## src/amg_pkg.sv

```systemverilog
// shared constants for the input mux and amplifier gain register bank
package amg_pkg;
    localparam int          AMG_ADDR_W       = 4;
    localparam int          AMG_DATA_W       = 32;
    localparam int          AMG_REG_W        = 8;
    // word offsets of the two registers
    localparam logic [3:0]  AMG_OFS_INSEL    = 4'h2;
    localparam logic [3:0]  AMG_OFS_GAIN     = 4'h3;
    // reset values
    localparam logic [7:0]  AMG_RST_INSEL    = 8'h01;
    localparam logic [7:0]  AMG_RST_GAIN     = 8'h00;
    // field positions
    localparam int          AMG_POS_MSB      = 7;
    localparam int          AMG_POS_LSB      = 4;
    localparam int          AMG_NEG_MSB      = 3;
    localparam int          AMG_NEG_LSB      = 0;
    localparam int          AMG_EN_MSB       = 4;
    localparam int          AMG_EN_LSB       = 3;
    localparam int          AMG_GN_MSB       = 2;
    localparam int          AMG_GN_LSB       = 0;
    // amplifier enable codes
    localparam logic [1:0]  AMG_EN_BYPASS    = 2'h0;
    localparam logic [1:0]  AMG_EN_ACTIVE    = 2'h1;
    // unmapped reads return this
    localparam logic [31:0] AMG_UNMAPPED     = 32'h0000_0000;
endpackage : amg_pkg

```

## src/amg_cfg_if.sv

```systemverilog
// carrier between the register bank and the field decoder
`timescale 1ns/1ps
interface amg_cfg_if;
    logic [7:0] insel;
    logic [7:0] gain;
    logic [3:0] pos_sel;
    logic [3:0] neg_sel;
    logic       amp_on;
    logic       amp_rsvd;
    logic [7:0] gain_factor;
    modport bank (output insel, output gain, input pos_sel, input neg_sel,
                  input amp_on, input amp_rsvd, input gain_factor);
    modport dec  (input insel, input gain, output pos_sel, output neg_sel,
                  output amp_on, output amp_rsvd, output gain_factor);
endinterface : amg_cfg_if

```

## src/amg_field_dec.sv

```systemverilog
// field decoder: input selects, amplifier mode and gain factor
`timescale 1ns/1ps
module amg_field_dec
    import amg_pkg::*;
(
    amg_cfg_if.dec cfg
);
    function automatic logic [7:0] amg_gain_of(input logic [2:0] code);
        amg_gain_of = 8'h01 << code;
    endfunction : amg_gain_of

    wire [1:0] en_code = cfg.gain[AMG_EN_MSB:AMG_EN_LSB];

    assign cfg.pos_sel     = cfg.insel[AMG_POS_MSB:AMG_POS_LSB];
    assign cfg.neg_sel     = cfg.insel[AMG_NEG_MSB:AMG_NEG_LSB];
    assign cfg.amp_on      = (en_code == AMG_EN_ACTIVE);
    assign cfg.amp_rsvd    = en_code[1];
    // bypass forces unity regardless of the stored gain code
    assign cfg.gain_factor = cfg.amp_on ?
                             amg_gain_of(cfg.gain[AMG_GN_MSB:AMG_GN_LSB]) : 8'h01;
endmodule : amg_field_dec

```

## src/amg_regs.sv

```systemverilog
// input mux and amplifier gain configuration registers on avalon-mm
//
// The implementer's own choice: register access over Avalon-MM.
`timescale 1ns/1ps
module amg_regs
    import amg_pkg::*;
(
    // clock and reset
    input  wire logic                  ref_clk,
    input  wire logic                  rst_n,
    // avalon-mm slave
    input  wire logic [AMG_ADDR_W-1:0] avs_address,
    input  wire logic                  avs_read,
    input  wire logic                  avs_write,
    input  wire logic [AMG_DATA_W-1:0] avs_writedata,
    input  wire logic [3:0]            avs_byteenable,
    output logic      [AMG_DATA_W-1:0] avs_readdata,
    output logic                       avs_waitrequest,
    // configuration towards the converter
    output logic      [3:0]            positive_input_select,
    output logic      [3:0]            negative_input_select,
    output logic                       amplifier_enable,
    output logic                       amplifier_mode_reserved,
    output logic      [2:0]            amplifier_gain_code,
    output logic      [7:0]            amplifier_gain_factor
);
    amg_cfg_if cfg ();

    // field slices shared by the reset branches and the checks
    function automatic logic [3:0] amg_hi_nib(input logic [7:0] r);
        amg_hi_nib = r[AMG_POS_MSB:AMG_POS_LSB];
    endfunction : amg_hi_nib

    function automatic logic [3:0] amg_lo_nib(input logic [7:0] r);
        amg_lo_nib = r[AMG_NEG_MSB:AMG_NEG_LSB];
    endfunction : amg_lo_nib

    function automatic logic [2:0] amg_code_of(input logic [7:0] r);
        amg_code_of = r[AMG_GN_MSB:AMG_GN_LSB];
    endfunction : amg_code_of

    function automatic logic [1:0] amg_mode_of(input logic [7:0] r);
        amg_mode_of = r[AMG_EN_MSB:AMG_EN_LSB];
    endfunction : amg_mode_of

    logic [7:0]            input_channel_select_r;
    logic [7:0]            amplifier_gain_setting_r;
    logic                  ack_r;
    logic [AMG_DATA_W-1:0] rdata_nxt;

    amg_field_dec u_dec (
        .cfg (cfg)
    );

    assign cfg.insel = input_channel_select_r;
    assign cfg.gain  = amplifier_gain_setting_r;

    // one wait cycle: ack rises the cycle after the request, request then accepted
    wire req      = (avs_read | avs_write) & ~ack_r;
    wire hit_in   = (avs_address == AMG_OFS_INSEL);
    wire hit_gn   = (avs_address == AMG_OFS_GAIN);
    wire wr_take  = avs_write & ack_r & avs_byteenable[0];
    wire wr_in    = wr_take & hit_in;
    wire wr_gn    = wr_take & hit_gn;

    assign rdata_nxt = hit_in ? {24'h000000, input_channel_select_r} :
                       hit_gn ? {24'h000000, amplifier_gain_setting_r} : AMG_UNMAPPED;

    // waitrequest is its own flop so the bus output comes straight from a register
    always_ff @(posedge ref_clk) begin
        if (!rst_n) begin
            ack_r           <= 1'b0;
            avs_waitrequest <= 1'b1;
        end else begin
            ack_r           <= req;
            avs_waitrequest <= ~req;
        end
    end

    always_ff @(posedge ref_clk) begin
        if (!rst_n) begin
            input_channel_select_r   <= AMG_RST_INSEL;
            amplifier_gain_setting_r <= AMG_RST_GAIN;
        end else begin
            if (wr_in) begin
                input_channel_select_r <= avs_writedata[7:0];
            end
            if (wr_gn) begin
                amplifier_gain_setting_r <= avs_writedata[7:0];
            end
        end
    end

    always_ff @(posedge ref_clk) begin
        if (!rst_n) begin
            avs_readdata <= AMG_UNMAPPED;
        end else if (avs_read & ~ack_r) begin
            avs_readdata <= rdata_nxt;
        end
    end

    always_ff @(posedge ref_clk) begin
        if (!rst_n) begin
            positive_input_select <= amg_hi_nib(AMG_RST_INSEL);
            negative_input_select <= amg_lo_nib(AMG_RST_INSEL);
        end else begin
            positive_input_select <= cfg.pos_sel;
            negative_input_select <= cfg.neg_sel;
        end
    end

    always_ff @(posedge ref_clk) begin
        if (!rst_n) begin
            amplifier_enable        <= 1'b0;
            amplifier_mode_reserved <= 1'b0;
        end else begin
            amplifier_enable        <= cfg.amp_on;
            amplifier_mode_reserved <= cfg.amp_rsvd;
        end
    end

    always_ff @(posedge ref_clk) begin
        if (!rst_n) begin
            amplifier_gain_code   <= amg_code_of(AMG_RST_GAIN);
            amplifier_gain_factor <= 8'h01;
        end else begin
            amplifier_gain_code   <= amg_code_of(amplifier_gain_setting_r);
            amplifier_gain_factor <= cfg.gain_factor;
        end
    end

    chk_reset_values: assert property (@(posedge ref_clk)
        $rose(rst_n) |-> input_channel_select_r == 8'h01)
        else $error("input select not at reset value");
    chk_gain_reset: assert property (@(posedge ref_clk)
        $rose(rst_n) |-> amplifier_gain_setting_r == 8'h00)
        else $error("gain register not at reset value");
    chk_pos_follow: assert property (@(posedge ref_clk) disable iff (!rst_n)
        wr_in ##2 1 |-> positive_input_select == $past(avs_writedata[7:4], 2))
        else $error("positive select does not follow write");
    chk_amp_enable: assert property (@(posedge ref_clk) disable iff (!rst_n)
        ##1 amplifier_enable == ($past(amplifier_gain_setting_r[4:3]) == 2'h1))
        else $error("amplifier enable decode wrong");
    chk_gain_factor: assert property (@(posedge ref_clk) disable iff (!rst_n)
        ##1 $past(amplifier_gain_setting_r[4:3]) == 2'h1 |->
        amplifier_gain_factor == (8'h01 << $past(amplifier_gain_setting_r[2:0])))
        else $error("gain factor not a power of two of the code");
    chk_bypass_unity: assert property (@(posedge ref_clk) disable iff (!rst_n)
        ##1 $past(amplifier_gain_setting_r[4:3]) != 2'h1 |-> amplifier_gain_factor == 8'h01)
        else $error("bypass does not give unity");
    chk_write_read: assert property (@(posedge ref_clk) disable iff (!rst_n)
        wr_gn |=> amplifier_gain_setting_r == $past(avs_writedata[7:0]))
        else $error("gain register lost written value");
    chk_read_data: assert property (@(posedge ref_clk) disable iff (!rst_n)
        avs_read & ~ack_r & hit_in |=> avs_readdata == {24'h0, $past(input_channel_select_r)})
        else $error("read data wrong");

    // bus handshake: exactly one wait cycle per request
    chk_wait_single: assert property (@(posedge ref_clk) disable iff (!rst_n)
        (avs_read | avs_write) & avs_waitrequest
        |=> !avs_waitrequest)
        else $error("request not answered after one wait cycle");

    chk_wait_release: assert property (@(posedge ref_clk) disable iff (!rst_n)
        !avs_waitrequest
        |=> avs_waitrequest)
        else $error("waitrequest low for more than one cycle");

    chk_idle_wait: assert property (@(posedge ref_clk) disable iff (!rst_n)
        !(avs_read | avs_write)
        |=> avs_waitrequest)
        else $error("waitrequest low without a request");

    chk_reset_wait: assert property (@(posedge ref_clk)
        $rose(rst_n)
        |-> avs_waitrequest)
        else $error("waitrequest low straight after reset");

    // register storage
    chk_insel_write: assert property (@(posedge ref_clk) disable iff (!rst_n)
        wr_in
        |=> input_channel_select_r == $past(avs_writedata[7:0]))
        else $error("input select lost written value");

    chk_insel_hold: assert property (@(posedge ref_clk) disable iff (!rst_n)
        !wr_in
        |=> $stable(input_channel_select_r))
        else $error("input select changed without a write");

    chk_gain_hold: assert property (@(posedge ref_clk) disable iff (!rst_n)
        !wr_gn
        |=> $stable(amplifier_gain_setting_r))
        else $error("gain register changed without a write");

    chk_byte_guard: assert property (@(posedge ref_clk) disable iff (!rst_n)
        avs_write & ~avs_waitrequest & ~avs_byteenable[0]
        |=> $stable(input_channel_select_r) && $stable(amplifier_gain_setting_r))
        else $error("write stored with low byte disabled");

    chk_insel_only: assert property (@(posedge ref_clk) disable iff (!rst_n)
        wr_in
        |=> $stable(amplifier_gain_setting_r))
        else $error("input select write touched gain register");

    chk_gain_only: assert property (@(posedge ref_clk) disable iff (!rst_n)
        wr_gn
        |=> $stable(input_channel_select_r))
        else $error("gain write touched input select");

    chk_unmapped_write: assert property (@(posedge ref_clk) disable iff (!rst_n)
        avs_write & ack_r & ~hit_in & ~hit_gn
        |=> $stable(input_channel_select_r) && $stable(amplifier_gain_setting_r))
        else $error("unmapped write changed a register");

    chk_read_no_state: assert property (@(posedge ref_clk) disable iff (!rst_n)
        avs_read
        |=> $stable(input_channel_select_r) && $stable(amplifier_gain_setting_r))
        else $error("read changed a register");

    // read path
    chk_unmapped_read: assert property (@(posedge ref_clk) disable iff (!rst_n)
        avs_read & ~ack_r & ~hit_in & ~hit_gn
        |=> avs_readdata == AMG_UNMAPPED)
        else $error("unmapped read not zero");

    chk_gain_read: assert property (@(posedge ref_clk) disable iff (!rst_n)
        avs_read & ~ack_r & hit_gn
        |=> avs_readdata == {24'h0, $past(amplifier_gain_setting_r)})
        else $error("gain read data wrong");

    chk_readdata_hold: assert property (@(posedge ref_clk) disable iff (!rst_n)
        !(avs_read & ~ack_r)
        |=> $stable(avs_readdata))
        else $error("read data changed without a read");

    chk_answer_data: assert property (@(posedge ref_clk) disable iff (!rst_n)
        avs_read & ~avs_waitrequest
        |-> avs_readdata == $past(rdata_nxt))
        else $error("read data not ready at the answer");

    chk_readdata_upper: assert property (@(posedge ref_clk) disable iff (!rst_n)
        1'b1
        |-> avs_readdata[31:8] == 24'h0)
        else $error("read data upper bits not zero");

    // decoded configuration outputs
    chk_pos_track: assert property (@(posedge ref_clk) disable iff (!rst_n)
        ##1 1'b1
        |-> positive_input_select == amg_hi_nib($past(input_channel_select_r)))
        else $error("positive select does not track register");

    chk_neg_track: assert property (@(posedge ref_clk) disable iff (!rst_n)
        ##1 1'b1
        |-> negative_input_select == amg_lo_nib($past(input_channel_select_r)))
        else $error("negative select does not track register");

    chk_code_track: assert property (@(posedge ref_clk) disable iff (!rst_n)
        ##1 1'b1
        |-> amplifier_gain_code == amg_code_of($past(amplifier_gain_setting_r)))
        else $error("gain code does not track register");

    chk_rsvd_flag: assert property (@(posedge ref_clk) disable iff (!rst_n)
        ##1 1'b1
        |-> amplifier_mode_reserved == $past(amplifier_gain_setting_r[AMG_EN_MSB]))
        else $error("reserved mode flag wrong");

    chk_factor_onehot: assert property (@(posedge ref_clk) disable iff (!rst_n)
        1'b1
        |-> $onehot(amplifier_gain_factor))
        else $error("gain factor not a power of two");

    chk_enable_excl: assert property (@(posedge ref_clk) disable iff (!rst_n)
        amplifier_enable
        |-> !amplifier_mode_reserved)
        else $error("amplifier on with a reserved code");

    chk_bypass_off: assert property (@(posedge ref_clk) disable iff (!rst_n)
        ##1 amg_mode_of($past(amplifier_gain_setting_r)) == AMG_EN_BYPASS
        |-> !amplifier_enable && !amplifier_mode_reserved)
        else $error("bypass code does not power the amplifier down");

    chk_code_factor: assert property (@(posedge ref_clk) disable iff (!rst_n)
        amplifier_enable
        |-> amplifier_gain_factor == (8'h01 << amplifier_gain_code))
        else $error("gain factor disagrees with gain code");

    chk_factor_unity: assert property (@(posedge ref_clk) disable iff (!rst_n)
        !amplifier_enable
        |-> amplifier_gain_factor == 8'h01)
        else $error("gain factor not unity with amplifier off");

    // outputs right after reset release
    chk_reset_selects: assert property (@(posedge ref_clk)
        $rose(rst_n)
        |-> positive_input_select == 4'h0 && negative_input_select == 4'h1)
        else $error("input selects not at reset value");

    chk_reset_amp: assert property (@(posedge ref_clk)
        $rose(rst_n)
        |-> !amplifier_enable && amplifier_gain_code == 3'h0 && amplifier_gain_factor == 8'h01)
        else $error("amplifier outputs not at reset value");

    chk_reset_rdata: assert property (@(posedge ref_clk)
        $rose(rst_n)
        |-> avs_readdata == 32'h0)
        else $error("read data not cleared by reset");
endmodule : amg_regs

```

## config.mk

```make
export PLATFORM = sky130hd
export DESIGN_NAME = amg_regs
export DESIGN_NICKNAME = d
export VERILOG_FILES = /design/src/amg_pkg.sv /design/src/amg_cfg_if.sv /design/src/amg_field_dec.sv /design/src/amg_regs.sv
export SDC_FILE = /design/constraint.sdc
export NUM_CORES = 1
export LEC_CHECK = 0
export BUFFER_PORTS_ARGS = -buffer_cell sky130_fd_sc_hd__buf_2
export CORE_MARGIN = 2
export CORE_UTILIZATION = 28
export DETAILED_ROUTE_END_ITERATION = 10
export GPL_ROUTABILITY_DRIVEN = 0
export SKIP_CTS_REPAIR_TIMING = 1
export SLEW_MARGIN = 20
export SYNTH_ARGS = -nofsm -noshare
export SYNTH_HDL_FRONTEND = slang
export SYNTH_HIERARCHICAL = 1
export SYNTH_SLANG_ARGS = --single-unit
```

## constraint.sdc

```tcl
create_clock -name ref_clk -period 1.25 [get_ports ref_clk]
set_clock_uncertainty 0.05 [all_clocks]
set_input_delay 0.1875 -clock ref_clk [delete_from_list [all_inputs] [get_ports ref_clk]]
set_output_delay 0.1875 -clock ref_clk [all_outputs]
set_load 0.02 [all_outputs]
```

* After elaboration in Yosys (flattened, before gate mapping)
Index checks and enable logic that the tools add are counted.
** Word-level totals
- Register bits :: 71
- Bits of input ports :: 44
- Word-level logic and storage cells :: 27
** Cells by class
- Equality and inequality tests :: 3
- Shift-type cells :: 1
- Multiplexer cells :: 2
- Bitwise logic cells :: 9
- Reductions and logical operators :: 1
** Operator list (number)
- two-way mux 8 bit :: 2
- == test 4 x 2 -> 1 bit, second input constant :: 2
- left shift 1 x 3 -> 8 bit, first input constant :: 1
- bitwise AND 1 bit :: 6
- == test 2 x 1 -> 1 bit, second input constant :: 1
- inverter 1 bit :: 2
- AND reduction 2 bit :: 1
- bitwise OR 1 bit :: 1

* Logic depth before layout (Yosys ltp)
Gate-level depths: netlist of run 1.
- Word-level depth :: 3
- Gate-level depth with buffers :: 5

* Hierarchy
Netlist of run 1, hierarchy kept.
** Modules (own cells, without submodules)
- amg_regs :: instances 1, cells each 177, area an instance 1791.7 um^2, seq. area each 940.9 um^2
- amg_field_dec :: instances 1, cells each 23, area an instance 151.4 um^2, seq. area each 0.0 um^2

* Worst setup path after synthesis of run 1
Ideal clock, no wire load.
- Path type :: input port to flip-flop
- Start point :: in avs_address[3]
- End point :: reg input_channel_select_r[0], in the netlist cfg.insel[0]
- Arrival :: 1.203 ns
- Path slack :: -0.075 ns
- Stages on the path :: 3
- Buffers on the path :: 0
- Path through :: or3b_4 -> nor3_4 -> mux2i_1
** Between the ends
- Longest elaborated chain between the ends :: 2
** RTL lines
- from (decl) :: line amg_regs.sv:12 : input wire logic [AMG_ADDR_W-1:0] avs_address,
- == test 4 x 2 -> 1 bit :: line amg_regs.sv:60 : wire hit_in = (avs_address == AMG_OFS_INSEL);
- bitwise AND 1 bit :: line amg_regs.sv:63 : wire wr_in = wr_take & hit_in;
- to (signal assigned) :: line amg_regs.sv:86 : input_channel_select_r <= avs_writedata[7:0];
- to (decl) :: line amg_regs.sv:46 : logic [7:0] input_channel_select_r;
Every way passes these cells.
A chain may end at the register's enable or synchronous reset.

* Worst setup path in the final report of run 1
- Start point :: reg ack_r
- End point :: reg avs_readdata[3]
** Between the ends
- Longest elaborated chain between the ends :: 2
** RTL lines
- from (decl) :: line amg_regs.sv:48 : logic ack_r;
- from (signal assigned) :: line amg_regs.sv:75 : ack_r <= req;
- inverter 1 bit :: line amg_regs.sv:97 : end else if (avs_read & ~ack_r) begin
- bitwise AND 1 bit :: line amg_regs.sv:97
- to (signal assigned) :: line amg_regs.sv:98 : avs_readdata <= rdata_nxt;
- to (decl) :: line amg_regs.sv:17 : output logic [AMG_DATA_W-1:0] avs_readdata,
Every way passes these cells.

==> results of run 1 <==
-- power by group --
group	internal [W]	total [W]	switching, W	leakage (nW)
clock network	0.000505	0.000971	0.000466	0.0515
logic	0.0000731	0.000244	0.000171	0.600
registers	0.00152	0.00153	0.0000105	0.380
total	0.00210	0.00274	0.000648	1.03
-- synth_stat cells --
cell / n
nand4_1: 1
conb_1: 1
a21bo_2: 1
nand2b_2: 1
nand3_1: 1
nor3_2: 1
nor2_2: 1
nor3_4: 1
a211oi_1: 8
nor2_1: 11
inv_1: 5
nand2b_1: 4
and2_1: 16
buf_4: 33
o31ai_1: 1
or3b_4: 1
o211a_1: 1
nor3_1: 3
buf_2: 1
clkinv_1: 1
nor2b_1: 3
dfxtp_1: 47
mux2i_1: 24
clkbuf_1: 8
nand2_1: 24
nand3b_2: 1
-- cell type report --
class                   instances  area, um^2  share of cell area
clock buffers                   8       100.1             0.04435
flip-flops and latches         47       942.2              0.4174
inverters                       6       22.52            0.009978
well taps                      80       100.1             0.04435
multi-input cells             128       788.3              0.3492
repair buffers                 52       304.0              0.1347
-- cells by family after synthesis --
family,count (synthesis)
and+or+nand+nor,69
other,1
buffers and inverters,48
muxes,24
AOI/OAI and AO/OA,11
DFF,47
-- metrics by stage --
stage	instance area [um^2]	hold WS [ns]	power, W
finish	2257	0.09953	0.002743
global route	2257	0.1080	0.002866
CTS	2252	0.09284	0.002772
detailed placement	2152	0.4061	0.001806
global placement	2152	0.3919	0.001803
floorplan	2036	0.2801	0.001797
-- path summary, 6_finish.rpt --
path	end	slack [ns]	depth (start not counted)
min	amplifier_gain_setting_r[0]$_SDFFE_PN0P_	0.1	3
min reg2reg	amplifier_gain_setting_r[5]$_SDFFE_PN0P_	0.41	2
max	avs_readdata[3]$_SDFFE_PN0P_	0.14	4
max reg2reg	avs_readdata[3]$_SDFFE_PN0P_	0.14	4
-- registers in the layout (all words and copies together) (netlist names) --
register,flops
amplifier_gain_code,3
positive_input_select,4
amplifier_gain_factor,8
avs_waitrequest,1
amplifier_gain_setting_r,8
ack_r,1
amplifier_mode_reserved,1
negative_input_select,4
amplifier_enable,1
cfg.insel,8
avs_readdata,8
-- per-layer routing --
metal,GRT usage,up-vias,wire [um]
li1,-,672,-
met1,0.1163,572,1531
met2,0.1488,42,1570
met3,0.03412,6,283
met4,0.04196,0,55
met5,0,-,0
-- worst reg2reg max path, delay by kind of cell, from the launching register on --
family          cells  cell delay (ns)
simple gates        2             0.23
compound gates      1             0.22
buf+inv             1             0.19
flops               1             0.34
-- cells in the final DEF (no fill, tap or decap), types with 2 or more instances in the layout --
cell,synthesis,final
buf_12,0,2
mux2i_1,24,24
nand2b_1,4,4
clkbuf_8,0,7
inv_1,5,5
nor2_1,11,11
and2_1,16,16
buf_4,33,3
nor2b_1,3,3
nand2_1,24,24
a211oi_1,8,8
conb_1,1,24
dfxtp_1,47,46
buf_2,1,46
nor3_1,3,3
==> impl_results.md, run 1 <==
* Post-Synthesis Cell Area at between 1500 and 2000 um^2
* Non-Filler Instances at between 300 and 400
* Max Clk Rate at about 900 MHz
* Critical Path Source: ack_r$_SDFF_PN0_
* Fin crit period at roughly 1.1 ns
* Worst-case vdd ir drop at 0.3946 mV
* Largest net degree at the start of global routing at 24
* Overflow after GRT at 0
* Synth top area share at 0.4842
* Final worst slack at about 0.14 ns
* Max cap viols at 0
* Worst skew pair latency at 0.29 ns
* CP Capture Type: flip-flop
* Root Buffer: clkbuf_8
* Setup_tns at 0 ns
* I/O pin count at 98
* CTS buffer count at 5
* Vias in the first global route at 1,197
* Post-synth top area cell: dfxtp_1
* Synth cell types at 26
* Syn-to-layout area delta at 16.16%
* Pre-CTS setup slack at -0.1088 ns
* CP max stage delay at roughly 0.34 ns
* RSZ-0062 raised after global routing: no
* Worst hold path type: input pin to flip-flop
* Setup Viol. Count Final at 0
* CTS tree: done
* Clock slew seen by the registers of the worst setup and hold paths at approximately 0.080 ns
* Largest family of logic cells by synthesized area: simple AND/OR/NAND/NOR gates
* Mux share of post-synthesis cell area at 0.1236
* Die area at 7622 um^2
* Layout cells sized above 1 at 0.2780
* Core footprint at about 6800 um^2
* Crit Path Max Fanout at 16
* Vias/cell at slightly above 4
* P_leak at 1.032 nW
* Post-Synth Simple-Gate Area at 0.1880
* Sink Count at 47
* Outcome: completed
* WP buf/inv at 1
* Hold_sp: avs_writedata[0]
* Initial core utilization at 0.2876
* Diode count at 0
* Die Wd at 87.31 um
* Pins over their slew limit at 0
* Initial antenna violation count at 0
* Synth area leaders: dfxtp_1 48%, buf_4 13%, mux2i_1 12%
* Worst-path cell chain: nor2b_1 -> buf_6 -> nor2_1 -> a211oi_1
* # rows at 30
* Drt wl/cell at 10.72 um
* CP Data Arrival Time at 1.26 ns
* Post-synthesis sequential area ratio at 0.4842
* R2r startpoint: ack_r$_SDFF_PN0_
* Final period utilization at 0.8875
* Nets at 284
* Startpoint Class: flip-flop
* Total Wirelength at 3.441 mm
* Critical path's top delay family: flip-flops
* Cell count after synthesis at 200
* Die height at about 87 um
* CP max-delay cell: dfxtp_2
* Pwr/cell area at approximately 1200 nW/um^2
* Synth Area in Adders at 0
* Mean Syn Cell Area at 9.716 um^2
* YS warnings at 6
* Vias at ~1.3k
* 1st-iter DRT viols at 46
* CTS Buffer Depth at 2
* Worst EP required at 1.40 ns
* Pre-antenna DRT Iters at 4
* I/O Buffers at 46
* # DRC at 0
* DPL Wire Length at between 2 and 3 mm
* XOR/XNOR Fraction of Synth Area at 0
* # H-tree levels at 2
* Final hold violation count at 0
* Final ANT Viol Nets at 0
* Post-synthesis compound-gate area fraction at 0.04507
* First-pass GRT wire length at approximately 5.6 mm
* Layout Utilization at 0.3341
* WS Path Type: flip-flop to flip-flop
* Placed insts at 313
* GRT Total Usage at 0.09482
* Fill count at between 700 and 800
* Post-synthesis register bit count at 47
(Power assumes the default switching activity.)
==> inputs of run 2 (changes only) <==
--- a/config.mk
+++ b/config.mk
@@ -10,6 +10,8 @@
 export CORE_UTILIZATION = 28
 export DETAILED_ROUTE_END_ITERATION = 10
 export GPL_ROUTABILITY_DRIVEN = 0
+export PLACE_DENSITY_LB_ADDON = 0.08
+export SETUP_SLACK_MARGIN = 0.5
 export SKIP_CTS_REPAIR_TIMING = 1
 export SLEW_MARGIN = 20
 export SYNTH_ARGS = -nofsm -noshare
==> run 2 against run 1 <==
Effect of this change: global-route usage is 0.71 points higher; critical path type unchanged; first-iteration DRC count is 70% lower; clock power is 6% higher; maximum frequency is 3.1% lower; via count is 2.2% higher; highest routed layer unchanged; largest cell class unchanged; worst setup slack worse by 0.035 ns; register-to-register slack worse by 0.04 ns.
==> impl_results.md, run 2 (synthesis gave the netlist of run 1 again) <==
* Layout cells sized above 1 at 0.5223
* Worst-case vdd ir drop at around 0.45 mV
* GRT met2 Usage at 0.1687
* Startpoint Class: flip-flop
* Sink Count at 47
* Most Crowded Layer GR: met2
* Worst-path cell chain: nor2b_2 -> a21bo_2 -> a211oi_2
* Most frequent cells in the layout: 36 x buf_6, 30 x dfxtp_2, 24 x mux2i_1, 24 x conb_1, 23 x nand2_1
* Nets at 290
* Core footprint at about 6800 um^2
* M3 GR Usage at 0.03412
* Die area at between 7000 and 8000 um^2
* Syn-to-layout area delta at 37.67%
* Outcome: completed
* Final ANT Viol Nets at 0
* P_leak at 1.178 nW
* Critical path's top delay family: compound AO/OA/AOI/OAI gates
* Worst EP required at between 1 and 1.5 ns
* Initial core utilization at 0.2876
* Root Buffer: clkbuf_8
* CP max stage delay at ~0.36 ns
* Worst skew pair latency at about 0.3 ns
* Setup_tns at 0 ns
* Die Wd at 87.31 um
* CTS buffer count at 5
* Fin crit period at between 1 and 1.5 ns
* Vias/cell at around 4
* I/O Buffers at between 40 and 50
* Leading cell type in the layout, fill and taps excluded: buf_6
* Total power at 0.002855 W
* Diode count at 0
* WP buf/inv at 0
* Pwr/cell area at between 1000 and 1500 nW/um^2
* CTS tree: done
* Pins over their slew limit at 0
* Max Clk Rate at 873.8 MHz
* Crit Path Max Fanout at 8
* DPL Wire Length at approximately 2.8 mm
* WS Path Type: flip-flop to flip-flop
* 1st-iter DRT viols at 14
* CP max-delay cell: dfxtp_4
* Vias in the first global route at around 1.2k
* Setup Viol. Count Final at 0
* # H-tree levels at 2
* Max cap viols at 0
* Initial antenna violation count at 0
* Die height at between 80 and 90 um
* First-pass GRT wire length at around 5.9 mm
* Met1 usage in global routing at 0.1206
* Clock slew seen by the registers of the worst setup and hold paths at approximately 0.080 ns
* I/O pin count at ~100
* Total Wirelength at ~3.8 mm
* RSZ-0062 raised after global routing: yes
* Pre-antenna DRT Iters at 4
* Final hold violation count at 0
* Worst hold path type: input pin to flip-flop
* CP Data Arrival Time at ~1.3 ns
* Overflow after GRT at 0
* CTS Buffer Depth at 2
* Largest net degree at the start of global routing at 19
* Final period utilization at 0.9155
* # rows at 30
* # DRC at 0
* Vias at approximately 1.3k
* GRT Total Usage at 0.1020
* CP Capture Type: flip-flop
* Drt wl/cell at between 10 and 15 um
-- run 2: cell count changes in the layout (fill, tap and decap cells not counted), sizes merged --
cell,before,now
inv,5,6
clkinv,1,0
clkbuf,8,7
buf,52,58
clkinvlp,0,1
-- run 2: path summary, 6_finish.rpt --
kind	startpoint	to	slack [ns]	cells past startpoint
max reg2reg	ack_r$_SDFF_PN0_	avs_readdata[7]$_SDFFE_PN0P_	0.11	3
min reg2reg	amplifier_gain_setting_r[7]$_SDFFE_PN0P_	amplifier_gain_setting_r[7]$_SDFFE_PN0P_	0.41	2
max	ack_r$_SDFF_PN0_	avs_readdata[7]$_SDFFE_PN0P_	0.11	3
min	avs_writedata[0]	amplifier_gain_setting_r[0]$_SDFFE_PN0P_	0.09	3
-- run 2: worst min-delay path: stages --
cell,delay [ns]
buf_2,0.11
nand2_1,0.05
mux2i_1,0.05
-- run 2: per-stage QoR --
stage                     utilization  instances  worst slack [ns]  area [um^2]  hold slack (ns)
after global placement         0.3302        317          -0.09619         2231           0.3936
final                          0.3959        327            0.1056         2675          0.09211
after detailed placement       0.3302        317          -0.09746         2231           0.3971
after floorplan                     -        223          -0.03678         2156           0.2692
after CTS                      0.3457        325           0.04530         2336          0.08549
after global routing           0.3959        327           0.06774         2675          0.09927
-- run 2: layout make-up --
cell class | instances | area, um^2
Multi-Input combinational cell | 128 | 913.4
Clock buffer | 7 | 97.59
Inverter | 6 | 25.02
Fill cell | 713 | 4081
Timing Repair Buffer | 58 | 530.5
Clock inverter | 1 | 7.507
Tap cell | 80 | 100.1
Sequential cell | 47 | 1001
-- run 2: power breakdown --
| group | internal (W) | switching [W] |
|---|---|---|
| Clock | 0.000517 | 0.000513 |
| Sequential | 0.00151 | 0.0000173 |
| Combinational | 0.000109 | 0.000189 |
| Total | 0.00214 | 0.000720 |
-- run 2: metal layers --
layer  part of all wire  up-vias
met4              0.013        0
met5                  0        -
li1                   -      678
met3              0.060        4
met1               0.43      596
met2               0.49       42
